==> config.mk <==
export PLATFORM = sky130hd
export DESIGN_NAME = irc_ctrl
export DESIGN_NICKNAME = d
export VERILOG_FILES = /design/src/core/irc_pkg.sv /design/src/core/irc_edge_if.sv /design/src/core/irc_edge_det.sv /design/src/core/irc_ctrl.sv
export VERILOG_INCLUDE_DIRS = /design/src /design/src/core
export SDC_FILE = /design/constraint.sdc
export NUM_CORES = 1
export LEC_CHECK = 0
export BUFFER_PORTS_ARGS = -buffer_cell sky130_fd_sc_hd__buf_2
export CAP_MARGIN = 30
export CORE_ASPECT_RATIO = 0.75
export CORE_UTILIZATION = 44
export CTS_CLUSTER_DIAMETER = 60
export DETAILED_ROUTE_END_ITERATION = 6
export PLACE_DENSITY_LB_ADDON = 0.05
export SYNTH_ARGS = -nofsm -noshare
export SYNTH_HDL_FRONTEND = slang
export SYNTH_SLANG_ARGS = --single-unit
==> constraint.sdc <==
create_clock -name clk -period 1.8 [get_ports clk]
set_clock_uncertainty 0.15 [all_clocks]
set_input_delay 0.18 -clock clk [delete_from_list [all_inputs] [get_ports clk]]
set_output_delay 0.18 -clock clk [all_outputs]
set_load 0.01 [all_outputs]
==> src/core/irc_regs.svh <==
`ifndef IRC_REGS_SVH
`define IRC_REGS_SVH

`define IRC_NSRC 12
`define IRC_NPIN 4
`define IRC_ADDR_REQ_LO 16'hFFE0
`define IRC_ADDR_REQ_HI 16'hFFE1
`define IRC_ADDR_MSK_LO 16'hFFE4
`define IRC_ADDR_MSK_HI 16'hFFE5
`define IRC_ADDR_EDG_LO 16'hFFEC
`define IRC_ADDR_EDG_HI 16'hFFED
`define IRC_REQ_RST 12'h000
`define IRC_MSK_RST 12'hFFF
`define IRC_EDG_RST 8'h00
`define IRC_HI_FILL_MSK 4'hF
`define IRC_HI_FILL_REQ 4'h0
`define IRC_VEC_NMI 16'h0004
`define IRC_VEC_BASE 16'h0004
`define IRC_IDX_WDT 4'h0
`define IRC_IDX_PIN0 4'h1
`define IRC_IDX_ERR 4'h5
`define IRC_IDX_RX 4'h6
`define IRC_IDX_TX 4'h7
`define IRC_IDX_T8A 4'h8
`define IRC_IDX_T8B 4'h9
`define IRC_IDX_T16A 4'hA
`define IRC_IDX_T16B 4'hB

`endif

==> src/core/irc_pkg.sv <==
package irc_pkg;
  typedef enum logic [1:0] {
    IRC_EDGE_FALL = 2'b00,
    IRC_EDGE_RISE = 2'b01,
    IRC_EDGE_BAD = 2'b10,
    IRC_EDGE_BOTH = 2'b11
  } irc_edge_t;
  typedef logic [3:0] irc_idx_t;
  typedef logic [11:0] irc_src_t;
endpackage

==> src/core/irc_edge_if.sv <==
`timescale 1ns/1ps
`default_nettype none
interface irc_edge_if;
  import irc_pkg::*;
  logic pin;
  irc_edge_t code;
  logic hit;
  modport det (input pin, input code, output hit);
  modport ctl (output pin, output code, input hit);
endinterface
`default_nettype wire

==> src/core/irc_edge_det.sv <==
`timescale 1ns/1ps
`default_nettype none
module irc_edge_det
  import irc_pkg::*;
(
  input wire logic clk,
  input wire logic rst_n,
  irc_edge_if.det port
);
  logic prev_r, prev_nxt;
  logic armed_r, armed_nxt;

  // no detection on the first cycle: the pin level at reset is unknown history
  always_comb begin
    prev_nxt = port.pin;
    armed_nxt = 1'b1;
    port.hit = 1'b0;
    if (armed_r) begin
      unique case (port.code)
        IRC_EDGE_FALL: port.hit = prev_r & ~port.pin;
        IRC_EDGE_RISE: port.hit = ~prev_r & port.pin;
        IRC_EDGE_BOTH: port.hit = prev_r ^ port.pin;
        IRC_EDGE_BAD: port.hit = 1'b0;
      endcase
    end
  end

  always_ff @(posedge clk or negedge rst_n) begin
    if (!rst_n) begin
      prev_r <= 1'b0;
      armed_r <= 1'b0;
    end else begin
      prev_r <= prev_nxt;
      armed_r <= armed_nxt;
    end
  end
endmodule // irc_edge_det
`default_nettype wire

==> src/core/irc_ctrl.sv <==
// Functional notes
// - watchdog non-maskable request ignores masks, wins
// - every unmasked request raises the standby wake-up
// - mask flags gate four external, eight internal
// - thirteen sources, watchdog counted twice
// - fixed default order, index 0 highest
// - watchdog overflow to one path; NMI vector 0004H
// - external request on selected pin edge
// - timer16 request: match or opposite-pin capture edge
// - flag set by event/write, cleared ack/reset/write
// - flag registers take bit and byte writes
// - reset clears both flag registers
// - flag bit layout; high register top nibble zero
// - one flag and one mask per source
// - flag zero means nothing pending
// - flag one means request pending
// - mask one blocks; reset masks all ones
// - two-bit edge code per pin, 10 prohibited
// - serve only flag, unmasked, global enable
`timescale 1ns/1ps
`default_nettype none
`include "irc_regs.svh"
module irc_ctrl
  import irc_pkg::*;
(
  input wire logic clk,
  input wire logic rst_n,
  input wire logic [15:0] bus_addr,
  input wire logic bus_wr,
  input wire logic [7:0] bus_wdata,
  input wire logic [7:0] bus_wbits,
  input wire logic bus_rd,
  output logic [7:0] bus_rdata_r,
  input wire logic wdt_overflow,
  input wire logic wdt_nmi_mode,
  input wire logic [3:0] ext_pin,
  input wire logic uart_rx_error_irq,
  input wire logic uart_rx_done_irq,
  input wire logic uart_tx_done_irq,
  input wire logic timer8_a_match_irq,
  input wire logic timer8_b_match_irq,
  input wire logic timer16_a_match,
  input wire logic timer16_b_match,
  input wire logic timer16_a_capture_mode,
  input wire logic timer16_b_capture_mode,
  input wire logic timer16_input_a_edge,
  input wire logic timer16_input_b_edge,
  input wire logic global_irq_enable,
  input wire logic cpu_ack,
  input wire logic cpu_ack_nmi,
  output logic irq_req_r,
  output logic nmi_req_r,
  output logic [15:0] irq_vec_r,
  output logic wakeup_r
);
  irc_src_t flags_r, flags_nxt;
  irc_src_t mask_r, mask_nxt;
  logic [7:0] edge_r, edge_nxt;
  irc_idx_t sel_r, sel_nxt;
  logic irq_req_nxt, nmi_nxt, wake_nxt;
  logic [15:0] vec_nxt;
  logic [7:0] rdata_nxt;
  irc_src_t events, elig, ack_clr;
  logic [3:0] pin_hit;
  irc_idx_t win;
  logic wr_req_lo, wr_req_hi;
  logic [7:0] req_hi_m, msk_hi_m;

  function automatic logic [7:0] merge(input logic [7:0] old, input logic [7:0] d,
                                       input logic [7:0] bits);
    merge = (old & ~bits) | (d & bits);
  endfunction

  // lowest index wins; scan from the top index down so the last hit is the best
  function automatic irc_idx_t first_set(input irc_src_t v);
    first_set = '0;
    for (int i = `IRC_NSRC - 1; i >= 0; i--) begin
      if (v[i]) first_set = irc_idx_t'(i);
    end
  endfunction

  genvar g;
  generate
    for (g = 0; g < `IRC_NPIN; g++) begin : g_pin
      irc_edge_if eif ();
      assign eif.pin = ext_pin[g];
      assign eif.code = irc_edge_t'(edge_r[2*g+1:2*g]);
      assign pin_hit[g] = eif.hit;
      irc_edge_det u_det (.clk(clk), .rst_n(rst_n), .port(eif.det));
    end
  endgenerate

  assign wr_req_lo = bus_wr && (bus_addr == `IRC_ADDR_REQ_LO);
  assign wr_req_hi = bus_wr && (bus_addr == `IRC_ADDR_REQ_HI);

  // one flag per source, in default-order index
  always_comb begin
    events = '0;
    events[`IRC_IDX_WDT] = wdt_overflow && !wdt_nmi_mode;
    events[`IRC_IDX_PIN0 +: `IRC_NPIN] = pin_hit;
    events[`IRC_IDX_ERR] = uart_rx_error_irq;
    events[`IRC_IDX_RX] = uart_rx_done_irq;
    events[`IRC_IDX_TX] = uart_tx_done_irq;
    events[`IRC_IDX_T8A] = timer8_a_match_irq;
    events[`IRC_IDX_T8B] = timer8_b_match_irq;
    // capture mode takes the opposite input's valid edge
    events[`IRC_IDX_T16A] = timer16_a_capture_mode ? timer16_input_b_edge
                                                   : timer16_a_match;
    events[`IRC_IDX_T16B] = timer16_b_capture_mode ? timer16_input_a_edge
                                                   : timer16_b_match;
  end

  always_comb begin
    ack_clr = '0;
    if (cpu_ack && irq_req_r) ack_clr[sel_r] = 1'b1;
    flags_nxt = flags_r & ~ack_clr;
    req_hi_m = merge({`IRC_HI_FILL_REQ, flags_nxt[11:8]}, bus_wdata, bus_wbits);
    msk_hi_m = merge({`IRC_HI_FILL_MSK, mask_r[11:8]}, bus_wdata, bus_wbits);
    if (wr_req_lo) flags_nxt[7:0] = merge(flags_nxt[7:0], bus_wdata, bus_wbits);
    // only the low nibble exists; the fill bits never reach a flag
    if (wr_req_hi) flags_nxt[11:8] = req_hi_m[3:0];
    // a source event wins over any clear in the same cycle
    flags_nxt = flags_nxt | events;
    mask_nxt = mask_r;
    if (bus_wr && bus_addr == `IRC_ADDR_MSK_LO) mask_nxt[7:0] = merge(mask_r[7:0], bus_wdata,
                                                                      bus_wbits);
    if (bus_wr && bus_addr == `IRC_ADDR_MSK_HI) mask_nxt[11:8] = msk_hi_m[3:0];
    edge_nxt = edge_r;
    if (bus_wr && bus_addr == `IRC_ADDR_EDG_LO) edge_nxt[5:0] = bus_wdata[7:2];
    if (bus_wr && bus_addr == `IRC_ADDR_EDG_HI) edge_nxt[7:6] = bus_wdata[1:0];
  end

  // arbitration runs every clock on live flags
  always_comb begin
    elig = flags_r & ~mask_r;
    win = first_set(elig);
    nmi_nxt = (nmi_req_r && !cpu_ack_nmi) || (wdt_overflow && wdt_nmi_mode);
    irq_req_nxt = global_irq_enable && (|elig);
    sel_nxt = irq_req_nxt ? win : sel_r;
    if (nmi_req_r) vec_nxt = `IRC_VEC_NMI;
    else vec_nxt = `IRC_VEC_BASE + {11'h000, win, 1'b0};
    wake_nxt = nmi_req_r || (|elig);
  end

  always_comb begin
    rdata_nxt = 8'h00;
    if (bus_rd) begin
      unique case (bus_addr)
        `IRC_ADDR_REQ_LO: rdata_nxt = flags_r[7:0];
        `IRC_ADDR_REQ_HI: rdata_nxt = {`IRC_HI_FILL_REQ, flags_r[11:8]};
        `IRC_ADDR_MSK_LO: rdata_nxt = mask_r[7:0];
        `IRC_ADDR_MSK_HI: rdata_nxt = {`IRC_HI_FILL_MSK, mask_r[11:8]};
        `IRC_ADDR_EDG_LO: rdata_nxt = {edge_r[5:0], 2'b00};
        `IRC_ADDR_EDG_HI: rdata_nxt = {6'h00, edge_r[7:6]};
        default: rdata_nxt = 8'h00;
      endcase
    end
  end

  always_ff @(posedge clk or negedge rst_n) begin
    if (!rst_n) begin
      flags_r <= `IRC_REQ_RST;
      mask_r <= `IRC_MSK_RST;
      edge_r <= `IRC_EDG_RST;
      sel_r <= '0;
      irq_req_r <= 1'b0;
      nmi_req_r <= 1'b0;
      irq_vec_r <= 16'h0000;
      wakeup_r <= 1'b0;
      bus_rdata_r <= 8'h00;
    end else begin
      flags_r <= flags_nxt;
      mask_r <= mask_nxt;
      edge_r <= edge_nxt;
      sel_r <= sel_nxt;
      irq_req_r <= irq_req_nxt;
      nmi_req_r <= nmi_nxt;
      irq_vec_r <= vec_nxt;
      wakeup_r <= wake_nxt;
      bus_rdata_r <= rdata_nxt;
    end
  end
endmodule // irc_ctrl
`default_nettype wire

==> metrics.log, run 1 <==
INFO  metric power.leakage = 2.16 nW
INFO  metric yosys_register_bits = 57
INFO  metric setup.reg_to_reg.worst_slack = -0.18 ns
INFO  metric grt.total_usage = 24.2%
INFO  metric max_freq = 505 MHz
INFO  metric antenna_cells_inserted = 0
INFO  metric avgViaCountPerCell = 5.19
INFO  metric first_global_vias = 2876
INFO  metric synth_edf_count = 0
INFO  metric total_clock_buffers_created_by_cts = 9
INFO  metric cellPowerDensity = 702 mW/mm2
INFO  metric gr-total-overflow = 0
INFO  metric die_width = 101 um
INFO  metric pin_count_of_the_biggest_net_entering_global_routing = 58
INFO  metric rows = 26
INFO  metric violations = setup timing
INFO  metric rr_worst_depth = 7
INFO  metric nets = 518
INFO  metric height_of_the_die = 76.2 um
INFO  metric top_level_ports = 83
INFO  metric timing.rr.end = irq_vec_r[4]
INFO  metric worstPathArrival = 2.10 ns
INFO  metric synth.largest_area_cell = sky130_fd_sc_hd__dfrtp_1
INFO  metric detailedRoute.firstIterationViolations = 93
INFO  metric finalWirelength = 8660 um
INFO  metric drc = 0
INFO  metric h-tree-depth = 3
INFO  metric avgSynthCellArea = 10.7 um2
INFO  metric core_area = 0.00696 mm2
INFO  metric final.period_utilization = 110%
INFO  metric stdcell_count = 556
INFO  metric synth_common_cells = sky130_fd_sc_hd__dfrtp_1, sky130_fd_sc_hd__nand2_1, sky130_fd_sc_hd__mux2_2
INFO  metric detailed_place_hpwl = 6340 um
INFO  metric buffer_depth_of_the_longest_clock_path = 2
INFO  metric mappedNetlistArea = 0.00323 mm2
INFO  metric max_cap_viol_count = 0
INFO  metric yosys.cell_count.top_type = sky130_fd_sc_hd__dfrtp_1
INFO  metric required = 1.92 ns
INFO  metric worstSetupStartpointType = flip-flop
INFO  metric ant_nets = 0
INFO  metric final_setup_slack_of_the_worst_path = -0.180 ns
INFO  metric hp-start = bus_wdata[0]
INFO  metric report.final.hold_viol_count = 0
INFO  metric final_setup_violation_count = 6
INFO  metric floorplan.initialDensity = 46.4%
INFO  metric grt_pass1_wl = 14000 um
INFO  metric yosys_warnings = 0
INFO  metric dominantRegCellSynth = sky130_fd_sc_hd__dfrtp_1
INFO  metric cts_root_buffer = sky130_fd_sc_hd__clkbuf_8
INFO  metric yosys-top-cells-area = sky130_fd_sc_hd__dfrtp_1, sky130_fd_sc_hd__dfstp_2, sky130_fd_sc_hd__mux2_2, sky130_fd_sc_hd__ha_1, sky130_fd_sc_hd__a311o_1
INFO  metric cts.clk_slew.worst_paths = 0.07 ns
INFO  metric tritoncts = done
INFO  metric status = finished with violations
INFO  metric cts.sink_count = 57
INFO  metric crit_path_max_fanout = 3
INFO  metric placed_cells_incl_taps = 513
INFO  metric port_buffers = 71
INFO  metric yosys.cell_types.count = 49
INFO  metric worst_hold_path_type = primary input to flip-flop
INFO  metric proportion_of_synthesized_flip_flops_having_asynchronous_set_or_reset = 100%
INFO  metric areaGrowthSynthToFinish = 43.9%
INFO  metric route.detailed.wl_per_inst = 15.6 um
INFO  metric drt_pre_antenna_iters = 4
INFO  metric ys_seq_area_share = 44.6%
INFO  metric drive_gt1_share = 44.5%
INFO  metric hold-path-cell-count = 2
INFO  metric finalPower = 3.26 mW
INFO  metric maximum_ir_drop_on_the_vdd_rail = 369 uV
INFO  metric timing_max_transition_violations_final = 0
INFO  metric crit_path_end_kind = flip-flop
INFO  metric yosys.area.top_type_share = 34.9%
INFO  metric dr_total_vias = 2883
INFO  metric final_period_minus_worst_setup_slack = 1.98 ns
INFO  metric layout.core_utilization = 66.8%
INFO  metric critical_path_class = flip-flop to flip-flop
INFO  metric antenna_found_initial = 0
INFO  metric final_estimated_routing_congestion_in_global_placement = 0.774
INFO  metric insertion_delay = 0.34 ns
INFO  metric die_area = 0.00769 mm2
INFO  metric setup_repair_after_global_routing_missed_its_margin = true
INFO  metric synthCells = 302
power breakdown:
part / internal [mW] / switching, mW / total [mW] / leakage, nW
clock: 0.893 / 0.523 / 1.42 / 0.123
combinational: 0.238 / 0.248 / 0.485 / 1.37
sequential: 1.33 / 0.0339 / 1.36 / 0.663
cells by family (layout without fill, tap and decap cells):
logic type	after synthesis	in the layout	share of synthesized area, %
AO/OA/AOI/OAI	61	61	13.1
flip-flops	57	57	44.6
adder cells (fa/ha/maj)	9	9	3.49
buffers and inverters	31	176	5.31
AND/OR/NAND/NOR	101	101	18.8
other	2	13	0.232
multiplexers	41	41	14.5
how the worst max path moves through the flow:
stage / cells past startpoint / slack [ns] / endpoint
finish: 7 / -0.18 / irq_vec_r[4]
floorplan: 4 / -0.11 / sel_r[1]
CTS: 7 / -0.16 / irq_vec_r[4]
global placement: 7 / -0.17 / irq_vec_r[4]
detailed placement: 7 / -0.21 / irq_vec_r[4]
global route: 7 / -0.34 / irq_vec_r[4]
per-stage QoR:
| step | hold slack [ns] | area, um2 | setup WS [ns] | setup TNS, ns |
|---|---|---|---|---|
| CTS | 0.00288 | 4600 | -0.161 | -0.677 |
| floorplan | -0.266 | 3320 | -0.115 | -0.371 |
| finish | 0.00902 | 4650 | -0.180 | -0.683 |
| global placement | 0.0597 | 4060 | -0.168 | -4.18 |
| detailed placement | 0.0587 | 4060 | -0.209 | -5.67 |
| global route | 0.00859 | 4650 | -0.338 | -1.37 |
placed cells by master, fill, tap and decap left out, types with 3 or more instances in the layout:
cell type / count
sky130_fd_sc_hd__buf_2: 71
sky130_fd_sc_hd__buf_4: 47
sky130_fd_sc_hd__dfrtp_1: 45
sky130_fd_sc_hd__nand2_1: 23
sky130_fd_sc_hd__dlygate4sd3_1: 23
sky130_fd_sc_hd__o21ai_0: 16
sky130_fd_sc_hd__mux2_2: 15
sky130_fd_sc_hd__inv_1: 13
sky130_fd_sc_hd__nor2_1: 13
sky130_fd_sc_hd__conb_1: 13
sky130_fd_sc_hd__a21oi_1: 12
sky130_fd_sc_hd__nand3_1: 12
sky130_fd_sc_hd__dfstp_2: 12
sky130_fd_sc_hd__clkbuf_8: 12
sky130_fd_sc_hd__mux2_4: 11
sky130_fd_sc_hd__a311o_1: 9
sky130_fd_sc_hd__nor2b_1: 8
sky130_fd_sc_hd__mux2_1: 8
sky130_fd_sc_hd__ha_1: 8
sky130_fd_sc_hd__nand2b_1: 7
sky130_fd_sc_hd__mux2i_1: 7
sky130_fd_sc_hd__a21o_1: 4
sky130_fd_sc_hd__a221oi_1: 4
sky130_fd_sc_hd__nor2b_2: 3
sky130_fd_sc_hd__nor2b_4: 3
sky130_fd_sc_hd__nor4_4: 3
sky130_fd_sc_hd__nor4_1: 3
sky130_fd_sc_hd__or3_1: 3
sky130_fd_sc_hd__nor3_1: 3
sky130_fd_sc_hd__nand4b_1: 3
sky130_fd_sc_hd__o22ai_1: 3
sky130_fd_sc_hd__buf_6: 3
metal layers:
metal | share of wire [%] | track usage [%]
met5 | 0 | 0
met4 | 0.78 | 6.52
met3 | 5.5 | 4.77
met2 | 48 | 38.7
met1 | 46 | 33.5
worst max-delay path, cell delays in order, from the launching register on:
cell and delay (ns):
sky130_fd_sc_hd__dfstp_2 0.54, sky130_fd_sc_hd__nand2b_4 0.12, sky130_fd_sc_hd__a211oi_2 0.07, sky130_fd_sc_hd__o31ai_1 0.22, sky130_fd_sc_hd__a21boi_1 0.13, sky130_fd_sc_hd__ha_2 0.19
sky130_fd_sc_hd__or3_1 0.34, sky130_fd_sc_hd__a21oi_1 0.15
final cells by class:
class	count	area, um2
Clock buffer	12	165
Clock inverter	4	73.8
Fill cell	595	2310
Inverter	14	52.6
Multi-Input combinational cell	225	1780
Sequential cell	57	1440
Tap cell	98	123
Timing Repair Buffer	146	1010
timing repair:
item / 4_1_cts / 5_1_grt
hold buffers: 23 / 0
hold endpoints to repair: 82 / 0
setup endpoints to repair: 6 / 10
setup buffers: 3 / 2
resized for setup: 11 / 10
pin swaps: 5 / 9
Power figures use the tool's default switching activity.
==> run 2, diff against run 1 <==
--- a/config.mk
+++ b/config.mk
@@ -13,6 +13,7 @@
 export CTS_CLUSTER_DIAMETER = 60
 export DETAILED_ROUTE_END_ITERATION = 6
 export PLACE_DENSITY_LB_ADDON = 0.05
+export REMOVE_ABC_BUFFERS = 1
 export SYNTH_ARGS = -nofsm -noshare
 export SYNTH_HDL_FRONTEND = slang
 export SYNTH_SLANG_ARGS = --single-unit
==> run 2 against run 1 <==
Net effect: the flow still finishes with violations (setup timing); clock-buffer cell count increased by 2; critical path depth stayed put; non-clock buffer count is 5 higher; cell count increased by 0.90%; wire length grew 1.9%; core utilization decreased by 0.25 points; critical path type unchanged; highest routed layer unchanged.
==> metrics.log, run 2 (synthesis results as in run 1) <==
INFO  metric final_setup_violation_count = 6 (unchanged)
INFO  metric die_width = 101 um (unchanged)
INFO  metric timing_max_transition_violations_final = 0 (unchanged)
INFO  metric height_of_the_die = 76.2 um (unchanged)
INFO  metric cts.clk_slew.worst_paths = 0.06 ns (about the same)
INFO  metric final_estimated_routing_congestion_in_global_placement = 0.860 (+11%)
INFO  metric crit_path_end_kind = flip-flop
INFO  metric first_global_vias = 2928 (+1.8%)
INFO  metric drive_gt1_share = 42.5% (-2.0 points)
INFO  metric total_clock_buffers_created_by_cts = 9 (unchanged)
INFO  metric gr-total-overflow = 0 (unchanged)
INFO  metric pin_count_of_the_biggest_net_entering_global_routing = 58 (unchanged)
INFO  metric h-tree-depth = 3 (unchanged)
INFO  metric nets = 523 (+0.97%)
INFO  metric finish.instance_area = 0.00463 mm2 (-0.38%)
INFO  metric routed.top_layer = met4
INFO  metric status = finished with violations
INFO  metric worstPathArrival = 2.17 ns (+0.07 ns)
INFO  metric worst_hold_path_type = primary input to flip-flop
INFO  metric dr_total_vias = 2866 (-0.59%)
INFO  metric routed-wl-met3 = 584 um (+22%)
INFO  metric hold-path-cell-count = 3 (+1)
INFO  metric placement.cell_area = 0.00402 mm2 (-0.95%)
INFO  metric post-place-ws = -0.328 ns (-0.119 ns)
INFO  metric cts_root_buffer = sky130_fd_sc_hd__clkbuf_8
INFO  metric crit_path_max_fanout = 4 (+1)
INFO  metric finalWirelength = 8830 um (+1.9%)
INFO  metric slowest_stage_cell_on_the_critical_path = sky130_fd_sc_hd__dfstp_2
INFO  metric die_area = 0.00769 mm2 (unchanged)
INFO  metric areaGrowthSynthToFinish = 43.4%
INFO  metric cp_num_buf_inv = 0 (unchanged)
INFO  metric setup.reg_to_reg.worst_slack = -0.23 ns (-0.05 ns)
INFO  metric max_freq = 492 MHz (-2.7%)
INFO  metric grt.total_usage = 24.9% (+0.64 points)
INFO  metric route.detailed.wl_per_inst = 15.7 um (+1.0%)
INFO  metric final.period_utilization = 113% (+3.0 points)
INFO  metric avgViaCountPerCell = 5.11 (-1.5%)
INFO  metric worstSetupStartpointType = flip-flop
INFO  metric top_level_ports = 83 (unchanged)
INFO  metric wl_met1 = 4010 um (+0.48%)
INFO  metric detailroute.wirelength.met2 = 4100 um (-0.80%)
INFO  metric detailed_place_hpwl = 6190 um (-2.5%)
INFO  metric power.leakage = 2.14 nW (-0.77%)
INFO  metric required = 1.93 ns (about the same)
INFO  metric tritoncts = done
INFO  metric max_cap_viol_count = 0 (unchanged)
INFO  metric critical_path.max_stage_delay = 0.55 ns (about the same)
INFO  metric layout.filler_cells = 601 (+1.0%)
INFO  metric cts.sink_count = 57 (unchanged)
INFO  metric detailedRoute.firstIterationViolations = 113 (+22%)
INFO  metric final_common_cell = sky130_fd_sc_hd__buf_2
INFO  metric floorplan.initialDensity = 46.4% (unchanged)
INFO  metric antenna_found_initial = 0 (unchanged)
INFO  metric insertion_delay = 0.36 ns (+0.02 ns)
INFO  metric drt_pre_antenna_iters = 4 (unchanged)
INFO  metric critical-path-top-delay-family = compound AO/OA/AOI/OAI gates
INFO  metric report.final.hold_viol_count = 0 (unchanged)
INFO  metric violations = setup timing
INFO  metric worstPathCellList = nand2b_4 > a211oi_2 > o31ai_1 > a21boi_1 > ha_2 > or3_1 > a21oi_2
INFO  metric cellPowerDensity = 675 mW/mm2 (-3.8%)
INFO  metric setup_repair_after_global_routing_missed_its_margin = true
INFO  metric critical_path_cell_count = 7 (unchanged)
INFO  metric layout.core_utilization = 66.5% (-0.25 points)
INFO  metric final_setup_slack_of_the_worst_path = -0.235 ns (-0.0546 ns)
INFO  metric final_period_minus_worst_setup_slack = 2.03 ns (+0.0546 ns)
INFO  metric critical_path_class = flip-flop to flip-flop
INFO  metric drc = 0 (unchanged)
INFO  metric ant_nets = 0 (unchanged)
INFO  metric buffer_depth_of_the_longest_clock_path = 2 (unchanged)
INFO  metric rr_worst_depth = 7 (unchanged)
INFO  metric core_area = 0.00696 mm2 (unchanged)
INFO  metric finalPower = 3.13 mW (-4.2%)
INFO  metric antenna_cells_inserted = 0 (unchanged)
INFO  metric rows = 26 (unchanged)
INFO  metric maximum_ir_drop_on_the_vdd_rail = 533 uV (+45%)
INFO  metric port_buffers = 71 (unchanged)
INFO  metric final_cell_mix = sky130_fd_sc_hd__buf_2, sky130_fd_sc_hd__buf_4, sky130_fd_sc_hd__dfrtp_1, sky130_fd_sc_hd__dlygate4sd3_1, sky130_fd_sc_hd__nand2_1
INFO  metric grt_pass1_wl = 14300 um (+1.8%)
-- run 2: changes by cell type in the layout (fill, tap and decap cells not counted), moves of 2 or more --
| cell | before | now |
|---|---|---|
| sky130_fd_sc_hd__dlygate4sd3_1 | 23 | 29 |
| sky130_fd_sc_hd__mux2_2 | 15 | 21 |
| sky130_fd_sc_hd__mux2_4 | 11 | 5 |
| sky130_fd_sc_hd__clkbuf_1 | 0 | 2 |
| sky130_fd_sc_hd__nor2b_1 | 8 | 10 |
-- run 2: layer usage --
layer | global-route usage (%) | up-vias
met1 | 33.8 | 1376
met4 | 8.99 | 0
met2 | 38.2 | 91
li1 | - | 1387
met3 | 6.42 | 12
met5 | 0 | -
-- run 2: power by group --
group,switching (mW),total (mW),leakage (nW),internal [mW]
Clock,0.517,1.27,0.107,0.751
Sequential,0.0329,1.36,0.663,1.33
Combinational,0.250,0.496,1.37,0.245
-- run 2: worst register-to-register path, delay by kind of cell, from the launching register on --
family                   cells  cell delay (ns)
adder cells (fa/ha/maj)      1             0.20
AND/OR/NAND/NOR              2             0.49
AO/OA/AOI/OAI                4             0.57
flip-flops                   1             0.55
-- run 2: area by class of cell --
type | count | area [um2] | share of cell area (%)
Clock buffer | 14 | 173 | 3.73
Sequential cell | 57 | 1440 | 31.1
Tap cell | 98 | 123 | 2.65
Clock inverter | 2 | 35.0 | 0.756
Inverter | 14 | 52.6 | 1.13
Timing Repair Buffer | 151 | 1060 | 23.0
Multi-Input combinational cell | 225 | 1740 | 37.6
-- run 2: what timing repair did --
action | CTS | global route
pin swaps | 6 | 3
gates resized for setup | 9 | 13
hold buffers | 29 | 0
setup buffers | 2 | 0
gates cloned | 0 | 0
setup endpoints to repair | 6 | 9
hold endpoints to repair | 93 | 0
-- run 2: path summary, 6_finish.rpt --
check,from,to
min in group asynchronous,rst_n,sel_r[1]
max reg2reg,flip-flop,irq_vec_r[4]
max,flip-flop,irq_vec_r[4]
min,timer16_b_match,flags_r[11]
max in group asynchronous,rst_n,async pin
min reg2reg,g_pin[3].u_det.armed_r,flags_r[2]
-- run 2: stage by stage --
step / hold slack [ns] / cells / setup TNS (ns)
3_3_place_gp: 0.0586 / 514 / -5.02
6_report: 0.0144 / 561 / -0.939
3_5_place_dp: 0.0568 / 514 / -6.20
5_1_grt: 0.0287 / 561 / -1.54
2_1_floorplan: -0.266 / 296 / -1.59
4_1_cts: 0.000747 / 561 / -0.961
